**src/ipu_pkg.sv**
```systemverilog
// Constants, register map and state types of the two-level interrupt priority unit
package ipu_pkg;

  // ****************************************************************
  // Program counter and vectors
  // ****************************************************************
  localparam int              PC_W     = 21;
  localparam logic [PC_W-1:0] VEC_HIGH = 21'h000008;
  localparam logic [PC_W-1:0] VEC_LOW  = 21'h000018;

  // ****************************************************************
  // Register map, byte addresses on the AXI4-Lite bus
  // ****************************************************************
  localparam int               ADDR_W        = 8;
  localparam logic [ADDR_W-1:0] OFF_RST_CTRL  = 8'h00;
  localparam logic [ADDR_W-1:0] OFF_MAIN_CTRL = 8'h04;
  localparam logic [ADDR_W-1:0] OFF_FLAG      = 8'h08;
  localparam logic [ADDR_W-1:0] OFF_ENABLE    = 8'h0C;
  localparam logic [ADDR_W-1:0] OFF_PRIO      = 8'h10;
  localparam logic [ADDR_W-1:0] OFF_STATUS    = 8'h14;

  // Field positions
  localparam int BIT_PRIO_MODE = 7;
  localparam int BIT_GIE_HIGH  = 7;
  localparam int BIT_GIE_LOW   = 6;
  localparam int BIT_SVC_HIGH  = 0;
  localparam int BIT_SVC_LOW   = 1;
  localparam int BIT_PENDING   = 2;

  // Reset values
  localparam logic PRIO_RST = 1'h1;
  localparam logic FLAG_RST = 1'h0;
  localparam logic EN_RST   = 1'h0;

  // Bus responses
  localparam logic [1:0] RESP_OKAY   = 2'h0;
  localparam logic [1:0] RESP_SLVERR = 2'h2;

  // ****************************************************************
  // Timing: cycles from an eligible request to the vector load
  // ****************************************************************
  localparam int         LAT_CYCLES = 3;
  localparam logic [1:0] LAT_LOAD   = 2'(LAT_CYCLES - 2);

  // ****************************************************************
  // State types
  // ****************************************************************
  typedef enum logic [1:0] {ST_IDLE, ST_WAIT} ipu_seq_t;

  typedef struct packed {
    ipu_seq_t          seq;
    logic [1:0]        cnt;
    logic              pm;
    logic              gie_h;
    logic              gie_l;
    logic              svc_h;
    logic              svc_l;
    logic              take;
    logic [PC_W-1:0]   vec;
    logic [PC_W-1:0]   push;
    logic              aw_got;
    logic [ADDR_W-1:0] awaddr;
    logic              w_got;
    logic [7:0]        wdata;
    logic              wlane;
    logic              bvalid;
    logic [1:0]        bresp;
    logic              rvalid;
    logic [31:0]       rdata;
    logic [1:0]        rresp;
  } ipu_state_t;

  typedef struct packed {
    logic flag;
    logic en;
    logic prio;
  } ipu_cell_t;

endpackage

```
**src/ipu_src_cell.sv**
```systemverilog
// One interrupt source: event flag, source enable and priority bit
`timescale 1ns/1ns
module ipu_src_cell
  import ipu_pkg::*;
(
  input  wire logic clk,       // Core clock
  input  wire logic rst_n,     // Synchronous reset, active low
  input  wire logic event_in,  // Source event pulse
  input  wire logic wr_flag,   // Software write of the flag bit
  input  wire logic wr_en,     // Software write of the enable bit
  input  wire logic wr_prio,   // Software write of the priority bit
  input  wire logic wdata_bit, // Written value
  output logic      flag,      // Event flag
  output logic      en,        // Source enable
  output logic      prio       // 1 = high level
);

  ipu_cell_t cell_reg;
  ipu_cell_t cell_next;

  always_comb
  begin
    cell_next = cell_reg;
    if (wr_flag)
    begin
      cell_next.flag = wdata_bit;
    end
    // Event beats a software clear in the same cycle
    if (event_in)
    begin
      cell_next.flag = 1'h1; // RQ16
    end
    if (wr_en)
    begin
      cell_next.en = wdata_bit; // RQ3
    end
    if (wr_prio)
    begin
      cell_next.prio = wdata_bit; // RQ3
    end
  end

  always_ff @(posedge clk)
  begin
    if (!rst_n)
    begin
      cell_reg <= '{flag: FLAG_RST, en: EN_RST, prio: PRIO_RST};
    end
    else
    begin
      cell_reg <= cell_next;
    end
  end

  assign flag = cell_reg.flag;
  assign en   = cell_reg.en;
  assign prio = cell_reg.prio;

endmodule

```
**src/ipu_top.sv**
```systemverilog
// Two-level interrupt priority unit with AXI4-Lite register access
// Notes on behaviour
// RQ1 - High vector 000008h, low vector 000018h
// RQ2 - High preempts low routine; never reverse
// RQ3 - Each source: flag, enable, priority bit
// RQ4 - Priority mode only when reset-control bit7 set
// RQ5 - Priority mode: bit7 admits high sources
// RQ6 - Priority mode: bit6 admits low sources
// RQ7 - Flag, enable, global enable all set: vector
// RQ8 - Compatibility mode ignores priority bits
// RQ9 - Compatibility mode: bit6 gates peripheral sources
// RQ10 - Compatibility mode: bit7 gates every source
// RQ11 - Compatibility mode vectors to 000008h only
// RQ12 - Acceptance clears the admitting global enable
// RQ13 - Acceptance pushes return address, loads vector
// RQ14 - Return instruction sets the global enable again
// RQ15 - Fixed latency, independent of instruction length
// RQ16 - Flags set regardless of any enable
// RQ17 - Software polls, clears flags before re-enabling
// RQ18 - Simultaneous requests: high first, low waits
`timescale 1ns/1ns
module ipu_top
  import ipu_pkg::*;
#(
  parameter int         NUM_SRC     = 8,
  parameter logic [7:0] PERIPH_MASK = 8'hF0
)
(
  input  wire logic                 MCLK,                      // Core clock
  input  wire logic                 RSTN,                      // Sync reset, low
  input  wire logic [ADDR_W-1:0]    S_AXI_AWADDR,              // Write address
  input  wire logic                 S_AXI_AWVALID,             // Write address valid
  output logic                      S_AXI_AWREADY,             // Write address ready
  input  wire logic [31:0]          S_AXI_WDATA,               // Write data
  input  wire logic [3:0]           S_AXI_WSTRB,               // Write strobes
  input  wire logic                 S_AXI_WVALID,              // Write data valid
  output logic                      S_AXI_WREADY,              // Write data ready
  output logic [1:0]                S_AXI_BRESP,               // Write response
  output logic                      S_AXI_BVALID,              // Write response valid
  input  wire logic                 S_AXI_BREADY,              // Write response ready
  input  wire logic [ADDR_W-1:0]    S_AXI_ARADDR,              // Read address
  input  wire logic                 S_AXI_ARVALID,             // Read address valid
  output logic                      S_AXI_ARREADY,             // Read address ready
  output logic [31:0]               S_AXI_RDATA,               // Read data
  output logic [1:0]                S_AXI_RRESP,               // Read response
  output logic                      S_AXI_RVALID,              // Read data valid
  input  wire logic                 S_AXI_RREADY,              // Read data ready
  input  wire logic [NUM_SRC-1:0]   SRC_EVENT,                 // Source event pulses
  input  wire logic [PC_W-1:0]      CORE_RET_ADDR,             // Return address
  input  wire logic                 RETURN_FROM_SERVICE_INSTR, // Return pulse
  output logic                      VEC_TAKE,                  // Push and load pulse
  output logic [PC_W-1:0]           VEC_ADDR,                  // Vector to load
  output logic [PC_W-1:0]           PUSH_ADDR,                 // Address to push
  output logic                      SERVICE_HIGH,              // In high routine
  output logic                      SERVICE_LOW                // In low routine
);

  // ****************************************************************
  // Source cells
  // ****************************************************************
  ipu_state_t         st_reg;
  ipu_state_t         st_next;
  logic [NUM_SRC-1:0] flag_vec;
  logic [NUM_SRC-1:0] en_vec;
  logic [NUM_SRC-1:0] prio_vec;
  logic [NUM_SRC-1:0] act;
  logic [NUM_SRC-1:0] pmask;
  logic               wr_flag;
  logic               wr_en;
  logic               wr_prio;
  logic               wr_rst;
  logic               wr_main;
  logic               wr_err;
  logic               do_wr;
  logic [7:0]         wr_byte;
  logic [ADDR_W-1:0]  wr_addr;
  logic               wr_lane;
  logic               elig_c;
  logic               elig_h;
  logic               elig_l;
  logic               elig_any;
  logic               acc;
  logic               acc_l;

  generate
    for (genvar gi = 0; gi < NUM_SRC; gi++)
    begin : g_src
      ipu_src_cell u_cell (
        .clk       (MCLK),
        .rst_n     (RSTN),
        .event_in  (SRC_EVENT[gi]),
        .wr_flag   (wr_flag),
        .wr_en     (wr_en),
        .wr_prio   (wr_prio),
        .wdata_bit (wr_byte[gi]),
        .flag      (flag_vec[gi]),
        .en        (en_vec[gi]),
        .prio      (prio_vec[gi])
      );
    end
  endgenerate

  // ****************************************************************
  // Request gating
  // ****************************************************************
  assign act   = flag_vec & en_vec; // RQ7
  assign pmask = PERIPH_MASK[NUM_SRC-1:0];
  // Priority bits are not looked at here
  assign elig_c = !st_reg.pm && st_reg.gie_h &&
                  (|(act & (~pmask | {NUM_SRC{st_reg.gie_l}}))); // RQ8 RQ9 RQ10
  assign elig_h = st_reg.pm && st_reg.gie_h && (|(act & prio_vec)); // RQ4 RQ5
  // A low request never enters a running high routine
  assign elig_l = st_reg.pm && st_reg.gie_l && !st_reg.svc_h &&
                  (|(act & ~prio_vec)); // RQ2 RQ6
  assign elig_any = elig_c || elig_h || elig_l;

  // ****************************************************************
  // Bus ready signals and write path
  // ****************************************************************
  assign S_AXI_AWREADY = !st_reg.aw_got && !st_reg.bvalid;
  assign S_AXI_WREADY  = !st_reg.w_got && !st_reg.bvalid;
  assign S_AXI_ARREADY = !st_reg.rvalid;
  assign wr_addr = st_reg.aw_got ? st_reg.awaddr : S_AXI_AWADDR;
  assign wr_byte = st_reg.w_got ? st_reg.wdata : S_AXI_WDATA[7:0];
  assign wr_lane = (st_reg.w_got ? st_reg.wlane : S_AXI_WSTRB[0]) && do_wr;
  assign do_wr   = (st_reg.aw_got || (S_AXI_AWVALID && S_AXI_AWREADY)) &&
                   (st_reg.w_got || (S_AXI_WVALID && S_AXI_WREADY)) &&
                   !st_reg.bvalid;

  always_comb
  begin
    wr_rst  = 1'h0;
    wr_main = 1'h0;
    wr_flag = 1'h0;
    wr_en   = 1'h0;
    wr_prio = 1'h0;
    wr_err  = 1'h0;
    if (wr_addr == OFF_RST_CTRL)
    begin
      wr_rst = wr_lane;
    end
    else if (wr_addr == OFF_MAIN_CTRL)
    begin
      wr_main = wr_lane;
    end
    else if (wr_addr == OFF_FLAG)
    begin
      wr_flag = wr_lane;
    end
    else if (wr_addr == OFF_ENABLE)
    begin
      wr_en = wr_lane;
    end
    else if (wr_addr == OFF_PRIO)
    begin
      wr_prio = wr_lane;
    end
    else if (wr_addr != OFF_STATUS)
    begin
      wr_err = 1'h1;
    end
  end

  // ****************************************************************
  // Next state
  // ****************************************************************
  always_comb
  begin
    st_next      = st_reg;
    st_next.take = 1'h0;
    acc          = 1'h0;
    st_next.bvalid = st_reg.bvalid && !S_AXI_BREADY;
    st_next.rvalid = st_reg.rvalid && !S_AXI_RREADY;
    if (S_AXI_AWVALID && S_AXI_AWREADY)
    begin
      st_next.aw_got = 1'h1;
      st_next.awaddr = S_AXI_AWADDR;
    end
    if (S_AXI_WVALID && S_AXI_WREADY)
    begin
      st_next.w_got = 1'h1;
      st_next.wdata = S_AXI_WDATA[7:0];
      st_next.wlane = S_AXI_WSTRB[0];
    end
    if (do_wr)
    begin
      st_next.aw_got = 1'h0;
      st_next.w_got  = 1'h0;
      st_next.bvalid = 1'h1;
      st_next.bresp  = wr_err ? RESP_SLVERR : RESP_OKAY;
    end
    if (wr_rst)
    begin
      st_next.pm = wr_byte[BIT_PRIO_MODE]; // RQ4
    end
    if (wr_main)
    begin
      st_next.gie_h = wr_byte[BIT_GIE_HIGH];
      st_next.gie_l = wr_byte[BIT_GIE_LOW];
    end
    if (S_AXI_ARVALID && S_AXI_ARREADY)
    begin
      st_next.rvalid = 1'h1;
      st_next.rresp  = RESP_OKAY;
      st_next.rdata  = 32'h00000000;
      if (S_AXI_ARADDR == OFF_RST_CTRL)
      begin
        st_next.rdata[BIT_PRIO_MODE] = st_reg.pm;
      end
      else if (S_AXI_ARADDR == OFF_MAIN_CTRL)
      begin
        st_next.rdata[BIT_GIE_HIGH] = st_reg.gie_h;
        st_next.rdata[BIT_GIE_LOW]  = st_reg.gie_l;
      end
      else if (S_AXI_ARADDR == OFF_FLAG)
      begin
        st_next.rdata[NUM_SRC-1:0] = flag_vec; // RQ16
      end
      else if (S_AXI_ARADDR == OFF_ENABLE)
      begin
        st_next.rdata[NUM_SRC-1:0] = en_vec;
      end
      else if (S_AXI_ARADDR == OFF_PRIO)
      begin
        st_next.rdata[NUM_SRC-1:0] = prio_vec;
      end
      else if (S_AXI_ARADDR == OFF_STATUS)
      begin
        st_next.rdata[BIT_SVC_HIGH] = st_reg.svc_h;
        st_next.rdata[BIT_SVC_LOW]  = st_reg.svc_l;
        st_next.rdata[BIT_PENDING]  = st_reg.seq == ST_WAIT;
      end
      else
      begin
        st_next.rresp = RESP_SLVERR;
      end
    end
    // Counted in core cycles, not instructions, so length does not matter
    case (st_reg.seq)
      ST_IDLE:
      begin
        if (elig_any)
        begin
          st_next.seq = ST_WAIT; // RQ15
          st_next.cnt = LAT_LOAD;
        end
      end
      ST_WAIT:
      begin
        if (st_reg.cnt != 2'h0)
        begin
          st_next.cnt = st_reg.cnt - 2'h1;
        end
        else
        begin
          st_next.seq = ST_IDLE;
          // Gates are checked again; a withdrawn request is dropped
          acc = elig_any; // RQ7
        end
      end
      default:
      begin
        st_next.seq = ST_IDLE;
      end
    endcase
    if (RETURN_FROM_SERVICE_INSTR)
    begin
      if (!st_reg.pm || st_reg.svc_h)
      begin
        st_next.gie_h = 1'h1; // RQ14
        st_next.svc_h = 1'h0;
        st_next.svc_l = st_reg.pm ? st_reg.svc_l : 1'h0;
      end
      else
      begin
        st_next.gie_l = 1'h1; // RQ14
        st_next.svc_l = 1'h0;
      end
    end
    // Acceptance comes last so its clear of the enable always holds
    if (acc)
    begin
      st_next.take = 1'h1; // RQ13
      st_next.push = CORE_RET_ADDR; // RQ13
      if (acc_l)
      begin
        st_next.vec   = VEC_LOW; // RQ1
        st_next.gie_l = 1'h0; // RQ12
        st_next.svc_l = 1'h1;
      end
      else
      begin
        st_next.vec   = VEC_HIGH; // RQ1 RQ11
        st_next.gie_h = 1'h0; // RQ12
        st_next.svc_h = 1'h1;
      end
    end
  end

  // High wins a tie; the low request stays pending
  assign acc_l = !elig_h && elig_l; // RQ18

  always_ff @(posedge MCLK)
  begin
    if (!RSTN)
    begin
      st_reg <= '0;
    end
    else
    begin
      st_reg <= st_next;
    end
  end

  assign S_AXI_BVALID = st_reg.bvalid;
  assign S_AXI_BRESP  = st_reg.bresp;
  assign S_AXI_RVALID = st_reg.rvalid;
  assign S_AXI_RDATA  = st_reg.rdata;
  assign S_AXI_RRESP  = st_reg.rresp;
  assign VEC_TAKE     = st_reg.take;
  assign VEC_ADDR     = st_reg.vec;
  assign PUSH_ADDR    = st_reg.push;
  assign SERVICE_HIGH = st_reg.svc_h;
  assign SERVICE_LOW  = st_reg.svc_l;
endmodule

```
**config.mk**
```make
export PLATFORM = sky130hd
export DESIGN_NAME = ipu_top
export DESIGN_NICKNAME = d
export VERILOG_FILES = /design/src/ipu_pkg.sv /design/src/ipu_src_cell.sv /design/src/ipu_top.sv
export SDC_FILE = /design/constraint.sdc
export NUM_CORES = 1
export LEC_CHECK = 0
export BUFFER_PORTS_ARGS = -buffer_cell sky130_fd_sc_hd__buf_2
export CAP_MARGIN = 20
export CORE_ASPECT_RATIO = 0.9
export CORE_MARGIN = 2
export CORE_UTILIZATION = 49
export CTS_CLUSTER_DIAMETER = 40
export DETAILED_ROUTE_END_ITERATION = 12
export GPL_TIMING_DRIVEN = 0
export PLACE_DENSITY = 0.82
export SETUP_SLACK_MARGIN = 0.02
export SLEW_MARGIN = 25
export SYNTH_ARGS = -nofsm -noshare
export SYNTH_HDL_FRONTEND = slang
export SYNTH_SLANG_ARGS = --single-unit
```
**constraint.sdc**
```tcl
create_clock -name MCLK -period 2.1 [get_ports MCLK]
set_clock_uncertainty 0.1 [all_clocks]
set_input_delay 0.21 -clock MCLK [delete_from_list [all_inputs] [get_ports MCLK]]
set_output_delay 0.21 -clock MCLK [all_outputs]
set_load 0.01 [all_outputs]
```
== Word-level counts from Yosys, hierarchy flattened ==
Index checks and enable logic that the tools add are counted.

* Bitwise logic cells: 6
* Reductions and logical operators: 51
* Add/sub/neg operators: 1
* Multiplexer cells: 76
* Equal/unequal tests: 14

{| class="wikitable"
|+ Operators with widths
! cell !! number
|-
| 1-bit two-way mux || 50
|-
| 47-bit two-way mux || 1
|-
| 8-bit two-way mux || 5
|-
| 35-bit two-way mux || 1
|-
| 8-bit bitwise AND || 4
|-
| 8-bit by 4-bit equality test with 1-bit output, second input constant || 4
|-
| 8-bit by 5-bit equality test with 1-bit output, second input constant || 3
|-
| 8-bit OR reduction || 3
|-
| 2-bit nonzero test || 10
|-
| 1-bit logical AND || 18
|-
| 2-bit two-way mux || 9
|-
| 8-bit by 3-bit equality test with 1-bit output, second input constant || 2
|-
| 8-bit logical NOT || 2
|-
| 5-bit two-way mux || 2
|-
| 1-bit logical NOT || 9
|-
| 3-bit two-way mux || 3
|-
| 9-bit two-way mux || 1
|-
| 4-bit two-way mux || 2
|-
| 8-bit by 5-bit inequality test with 1-bit output, second input constant || 1
|-
| 8-bit NOT || 1
|-
| 2-bit case mux with 2 select lines || 2
|-
| 1-bit logical OR || 5
|-
| 2-bit inequality test, second input constant || 2
|-
| 3-bit AND reduction || 1
|-
| 7 further kinds || 7
|}

* Output and inout bits: 86
* Bits of input ports: 89
* Bits in registers: 109

== Longest topological paths before layout ==
* Depth in word-level cells: 14
* Depth in mapped cells: 7

== Modules after synthesis ==
A second synthesis with hierarchy kept.

* Cells, all modules: 542
* Area, all modules: 4629.4 sq um

{| class="wikitable"
|+ Modules (own cells, without submodules)
! module !! area an instance (sq um) !! seq. area each (sq um) !! times used !! cells an instance
|-
| ipu_top || 3758.6 || 1261.2 || 1 || 470
|-
| ipu_src_cell || 108.9 || 60.1 || 8 || 9
|}

== Least setup slack after synthesis ==
Ideal clock, no wire load.

* Kind: register to register
* Start: register st_reg[56] (netlist bit)
* End: register g_src[3].u_cell.cell_reg (netlist bit g_src[3].u_cell.flag)
* Arrival: 1.580 ns
* Stages on the path, launching flop included: 7
* Path buffers: 2
* Setup slack: 0.286 ns
* Library setup time: 0.134 ns
* Data required time: 1.866 ns
* Cells stage by stage: dfxtp_1 buf_2 mux2i_1 nand4_2 buf_2 nor3_1 a211oi_1

* Cells in the longest elaborated chain, start to end: 11
* Elaborated cells between the ends (all ways): 15

{| class="wikitable"
|+ Ends and longest elaborated chain
! element !! line !! RTL
|-
| from (decl) || ipu_top.sv:61 || <nowiki>ipu_state_t st_reg;</nowiki>
|-
| from (signal assigned) || ipu_top.sv:311 || <nowiki>st_reg <= st_next;</nowiki>
|-
| 1-bit logical NOT || ipu_top.sv:120 || <nowiki>assign S_AXI_AWREADY = !st_reg.aw_got && !st_reg.bvalid;</nowiki>
|-
| 1-bit logical AND || ipu_top.sv:120 ||
|-
| 1-bit logical AND || ipu_top.sv:126 || <nowiki>assign do_wr = (st_reg.aw_got || (S_AXI_AWVALID && S_AXI_AWREADY)) &&</nowiki>
|-
| 1-bit logical OR || ipu_top.sv:126 ||
|-
| 1-bit logical AND || ipu_top.sv:126 ||
|-
| 1-bit logical AND || ipu_top.sv:127 || <nowiki>(st_reg.w_got || (S_AXI_WVALID && S_AXI_WREADY)) &&</nowiki>
|-
| 1-bit logical AND || ipu_top.sv:125 || <nowiki>assign wr_lane = (st_reg.w_got ? st_reg.wlane : S_AXI_WSTRB[0]) && do_wr;</nowiki>
|-
| 1-bit two-way mux || ipu_top.sv:146 || <nowiki>else if (wr_addr == OFF_FLAG)</nowiki>
|-
| 1-bit two-way mux || ipu_top.sv:142 || <nowiki>else if (wr_addr == OFF_MAIN_CTRL)</nowiki>
|-
| 1-bit two-way mux * || ipu_top.sv:138 || <nowiki>if (wr_addr == OFF_RST_CTRL)</nowiki>
|-
| 2-bit nonzero test (no line) * || -- ||
|-
| to (signal assigned) || ipu_src_cell.sv:47 || <nowiki>cell_reg <= '{flag: FLAG_RST, en: EN_RST, prio: PRIO_RST};</nowiki>
|-
| to (signal assigned) || ipu_src_cell.sv:51 || <nowiki>cell_reg <= cell_next;</nowiki>
|-
| to (decl) || ipu_src_cell.sv:18 || <nowiki>ipu_cell_t cell_reg;</nowiki>
|}

Mark *: on every way between the ends. The rest lies on a longest branch, timed or not.
A chain may end at the register's enable or synchronous reset.

== Worst setup path in the final report ==
Ends and elaborated chain as after synthesis.

==> flow_summary.toml <==
[placement]
hpwlAfterDp_um = 8580
gp_congestion = 0.902
placed_area_sq_um = 5390
dp_slack_ns = -0.0846
io_buffer_count = 99

[global_route]
grt_first_pass_wirelength_um = 17300
first_global_vias = 3703
grt_max_degree = 13
grt-ovfl-total = 0
track_usage_pct = 21.1
antenna_found_initial = 0

[timing]
maxSlewViolCount = 0
slew_headroom_pct = 58.0
hold_viol_final = 0
clock.fmax_ghz = 0.506
tightestPinTransition_ns = 0.630
finalCritPeriodShare_pct = 94.0
rsz0062_at_grt = "true"
setup_viol = 0
fin_ws_ns = 0.125
fin_crit_ns = 1.97

[worst_setup_path]
path_class = "flop to flop"
critical-path-max-stage-delay_ns = 0.45
cp-end-kind = "flop"
critPathMaxFanout = 10
critPathSlowestCell = "o32ai_1"
r2r-end = "g_src[3].u_cell.flag"
required_ns = 2.21
ff2ff_path_depth = 6
startpoint_type = "flop"
reg2reg_from = "st_reg[56]"
critPathBufInv = 2
cp_top_family = "compound AO/OA/AOI/OAI gates"
reg2reg_slack_ns = 0.13
path_cells = "clkbuf_4 > o32ai_1 > nand4_4 > buf_2 > nor3_1 > a211oi_1"
cp.depth = 6
crit_arrival_ns = 2.08

[synth]
ys.flop_type = "dfxtp_1"
netlist_area_sq_um = 4580
synthArstFlopShare_pct = 0
ys_warn_count = 0
synth_seq_area_share_pct = 38.0
avgSynthCellArea_sq_um = 8.30
syn_inst = 552
synth_edf_count = 0
synth.ff_latch_count = 87
yosysUniqueCellTypes = 55

[cts]
clock_path_buffers = 2
clock_sinks = 87
h-tree-depth = 3
cts_tree = "yes"
path_clk_slew_ns = 0.08
cts_buffers = 9
clk_latency_ns = 0.35
cts_root_buffer = "clkbuf_8"

[finish]
diodes = 0
final_cell_area_sq_um = 5680
drive_gt1_share_pct = 30.4
final_nets = 804
syn2layout_area_growth_pct = 23.9
fillers = 792
largest_reg_flops = 25

[die]
pin_count = 175
die-height_um = 95.7
dieWidth_um = 106
initial_core_util_pct = 50.4
core_sq_um = 9080
row_count = 33
die_area_sq_um = 10100

[pwr]
p_seq_share_pct = 52.1
p_sw_share_pct = 26.1
power.internal_mw = 2.47
power_mw = 3.34
p_sw_mw = 0.870
power_density_nw_per_um2 = 589
p_comb_share_pct = 15.5
clockPowerShare_pct = 32.4
vdd_drop_max_mv = 0.464
p_leak_nw = 2.67

[routing]
wl_um = 11200
wl_per_cell_um = 13.3
vias_per_cell = 5.02
via_count = 4216
drtIter0Drc = 205
drt-pass1-iter-count = 5
postRouteAntennaNets = 0
drc = 0

[job]
maxCapViolations = 0

[hold_path]
min_path_cells = 3
min-delay-path-class = "primary input to flop"
min_to = "PUSH_ADDR[18]"
hp-start = "CORE_RET_ADDR[18]"

[run_status]
status = "finished, final reports clean"
==> synth_stat cells (all sizes together), types with 2 or more instances <==
| master | number | area [sq um] |
|---|---|---|
| nand2 | 115 | 432 |
| a32oi | 3 | 26.3 |
| nor2b | 3 | 18.8 |
| mux2i | 40 | 400 |
| and2 | 3 | 18.8 |
| a31oi | 3 | 18.8 |
| mux2 | 9 | 101 |
| a21oi | 28 | 140 |
| clkbuf | 14 | 52.6 |
| nand4 | 7 | 62.6 |
| nor3 | 11 | 55.1 |
| a211oi | 11 | 82.6 |
| o22ai | 3 | 18.8 |
| nand3 | 13 | 70.1 |
| dfxtp | 87 | 1740 |
| nand3b | 3 | 22.5 |
| a222oi | 3 | 30.0 |
| and3 | 3 | 18.8 |
| o32ai | 4 | 35.0 |
| or3 | 2 | 12.5 |
| nor4 | 2 | 27.5 |
| a31o | 3 | 26.3 |
| nor2 | 35 | 134 |
| inv | 13 | 48.8 |
| o2111ai | 4 | 35.0 |
| buf | 86 | 621 |
| a22o | 4 | 35.0 |
| o21ai | 17 | 85.1 |
| nand2b | 3 | 18.8 |
==> tightest hold or removal path: stages <==
cell	delay (ns)
buf_2	0.09
nand2_1	0.04
mux2i_1	0.06
==> metrics by stage <==
stage	setup TNS [ns]	utilization (%)	hold slack [ns]	cells
6_report	0	62.5	0.0105	840
5_1_grt	0	62.5	0.000522	840
4_1_cts	0	61.9	0.00130	836
3_5_place_dp	-0.109	59.4	0.316	817
3_3_place_gp	0	59.4	0.299	817
2_1_floorplan	0	-	0.210	596
==> worst max-delay path by stage <==
stage / start / endpoint / slack, ns
after floorplan: st_reg[56] / g_src[3].u_cell.flag / 0.29
after global placement: st_reg[56] / g_src[3].u_cell.flag / 0.02
after detailed placement: st_reg[56] / g_src[3].u_cell.flag / -0.08
after CTS: st_reg[106] / PUSH_ADDR[12] / 0.04
after global routing: st_reg[56] / g_src[3].u_cell.flag / 0.002
final: st_reg[56] / g_src[3].u_cell.flag / 0.13
==> logic make-up (layout without fill, tap and decap cells) <==
group                      after synthesis  after routing  share of synthesized area (%)
muxes                                   49             49                           11.0
AOI/OAI and AO/OA                       96             96                           14.2
DFF                                     87             87                           38.0
other                                    1             45                         0.0819
adders and majority gates                1              1                          0.273
buffers and inverters                  113            235                           15.8
xor gates and xnor gates                 1              1                          0.191
and+or+nand+nor                        204            204                           20.5
==> repair_timing <==
item | CTS | global route
hold endpoints to repair | 4 | 1
hold buffers | 4 | 1
resized for setup | 2 | 8
pin swaps | 0 | 3
setup endpoints to repair | 4 | 30
buffers inserted | 0 | 3
gates cloned | 0 | 0
==> cells in the final DEF (no fill, tap or decap), drive strengths merged, types with 5 or more instances in the layout <==
master and n:
conb 45, buf 187, dfxtp 87, o21ai 17, clkbuf 29, mux2i 40, a211oi 11, nand3 13
mux2 9, nor3 11, a21oi 28, dlygate4sd3 5, nand2 115, nor2 35, inv 13, nand4 7
==> area by class of cell <==
type	instances	area, sq um	area share [%]
buffer	100	681	12.0
clock buffer	14	143	2.51
clock inverter	1	30.0	0.529
inverter	13	48.8	0.860
multi-input combinational	396	2310	40.7
sequential	87	1740	30.7
tap	122	153	2.69
timing repair buffer	107	568	10.0
==> routing by layer <==
metal  vias to the layer above  wire length, um  track usage [%]
met1                      1921             4960             27.3
met2                       170             5260             36.5
met3                        15              764             4.94
met4                         0              167             4.61
li1                       2110                -                -
met5                         -                0                0
==> power groups by stage <==
stage	sequential [mW]	clock, mW	combinational [mW]
6_report	1.74	1.08	0.516
4_1_cts	1.74	1.10	0.505
3_3_place_gp	1.78	0	0.480
3_5_place_dp	1.78	0	0.492
5_1_grt	1.75	1.17	0.566
2_1_floorplan	1.77	0	0.345
Note: power is estimated with default switching activity, not from simulation.
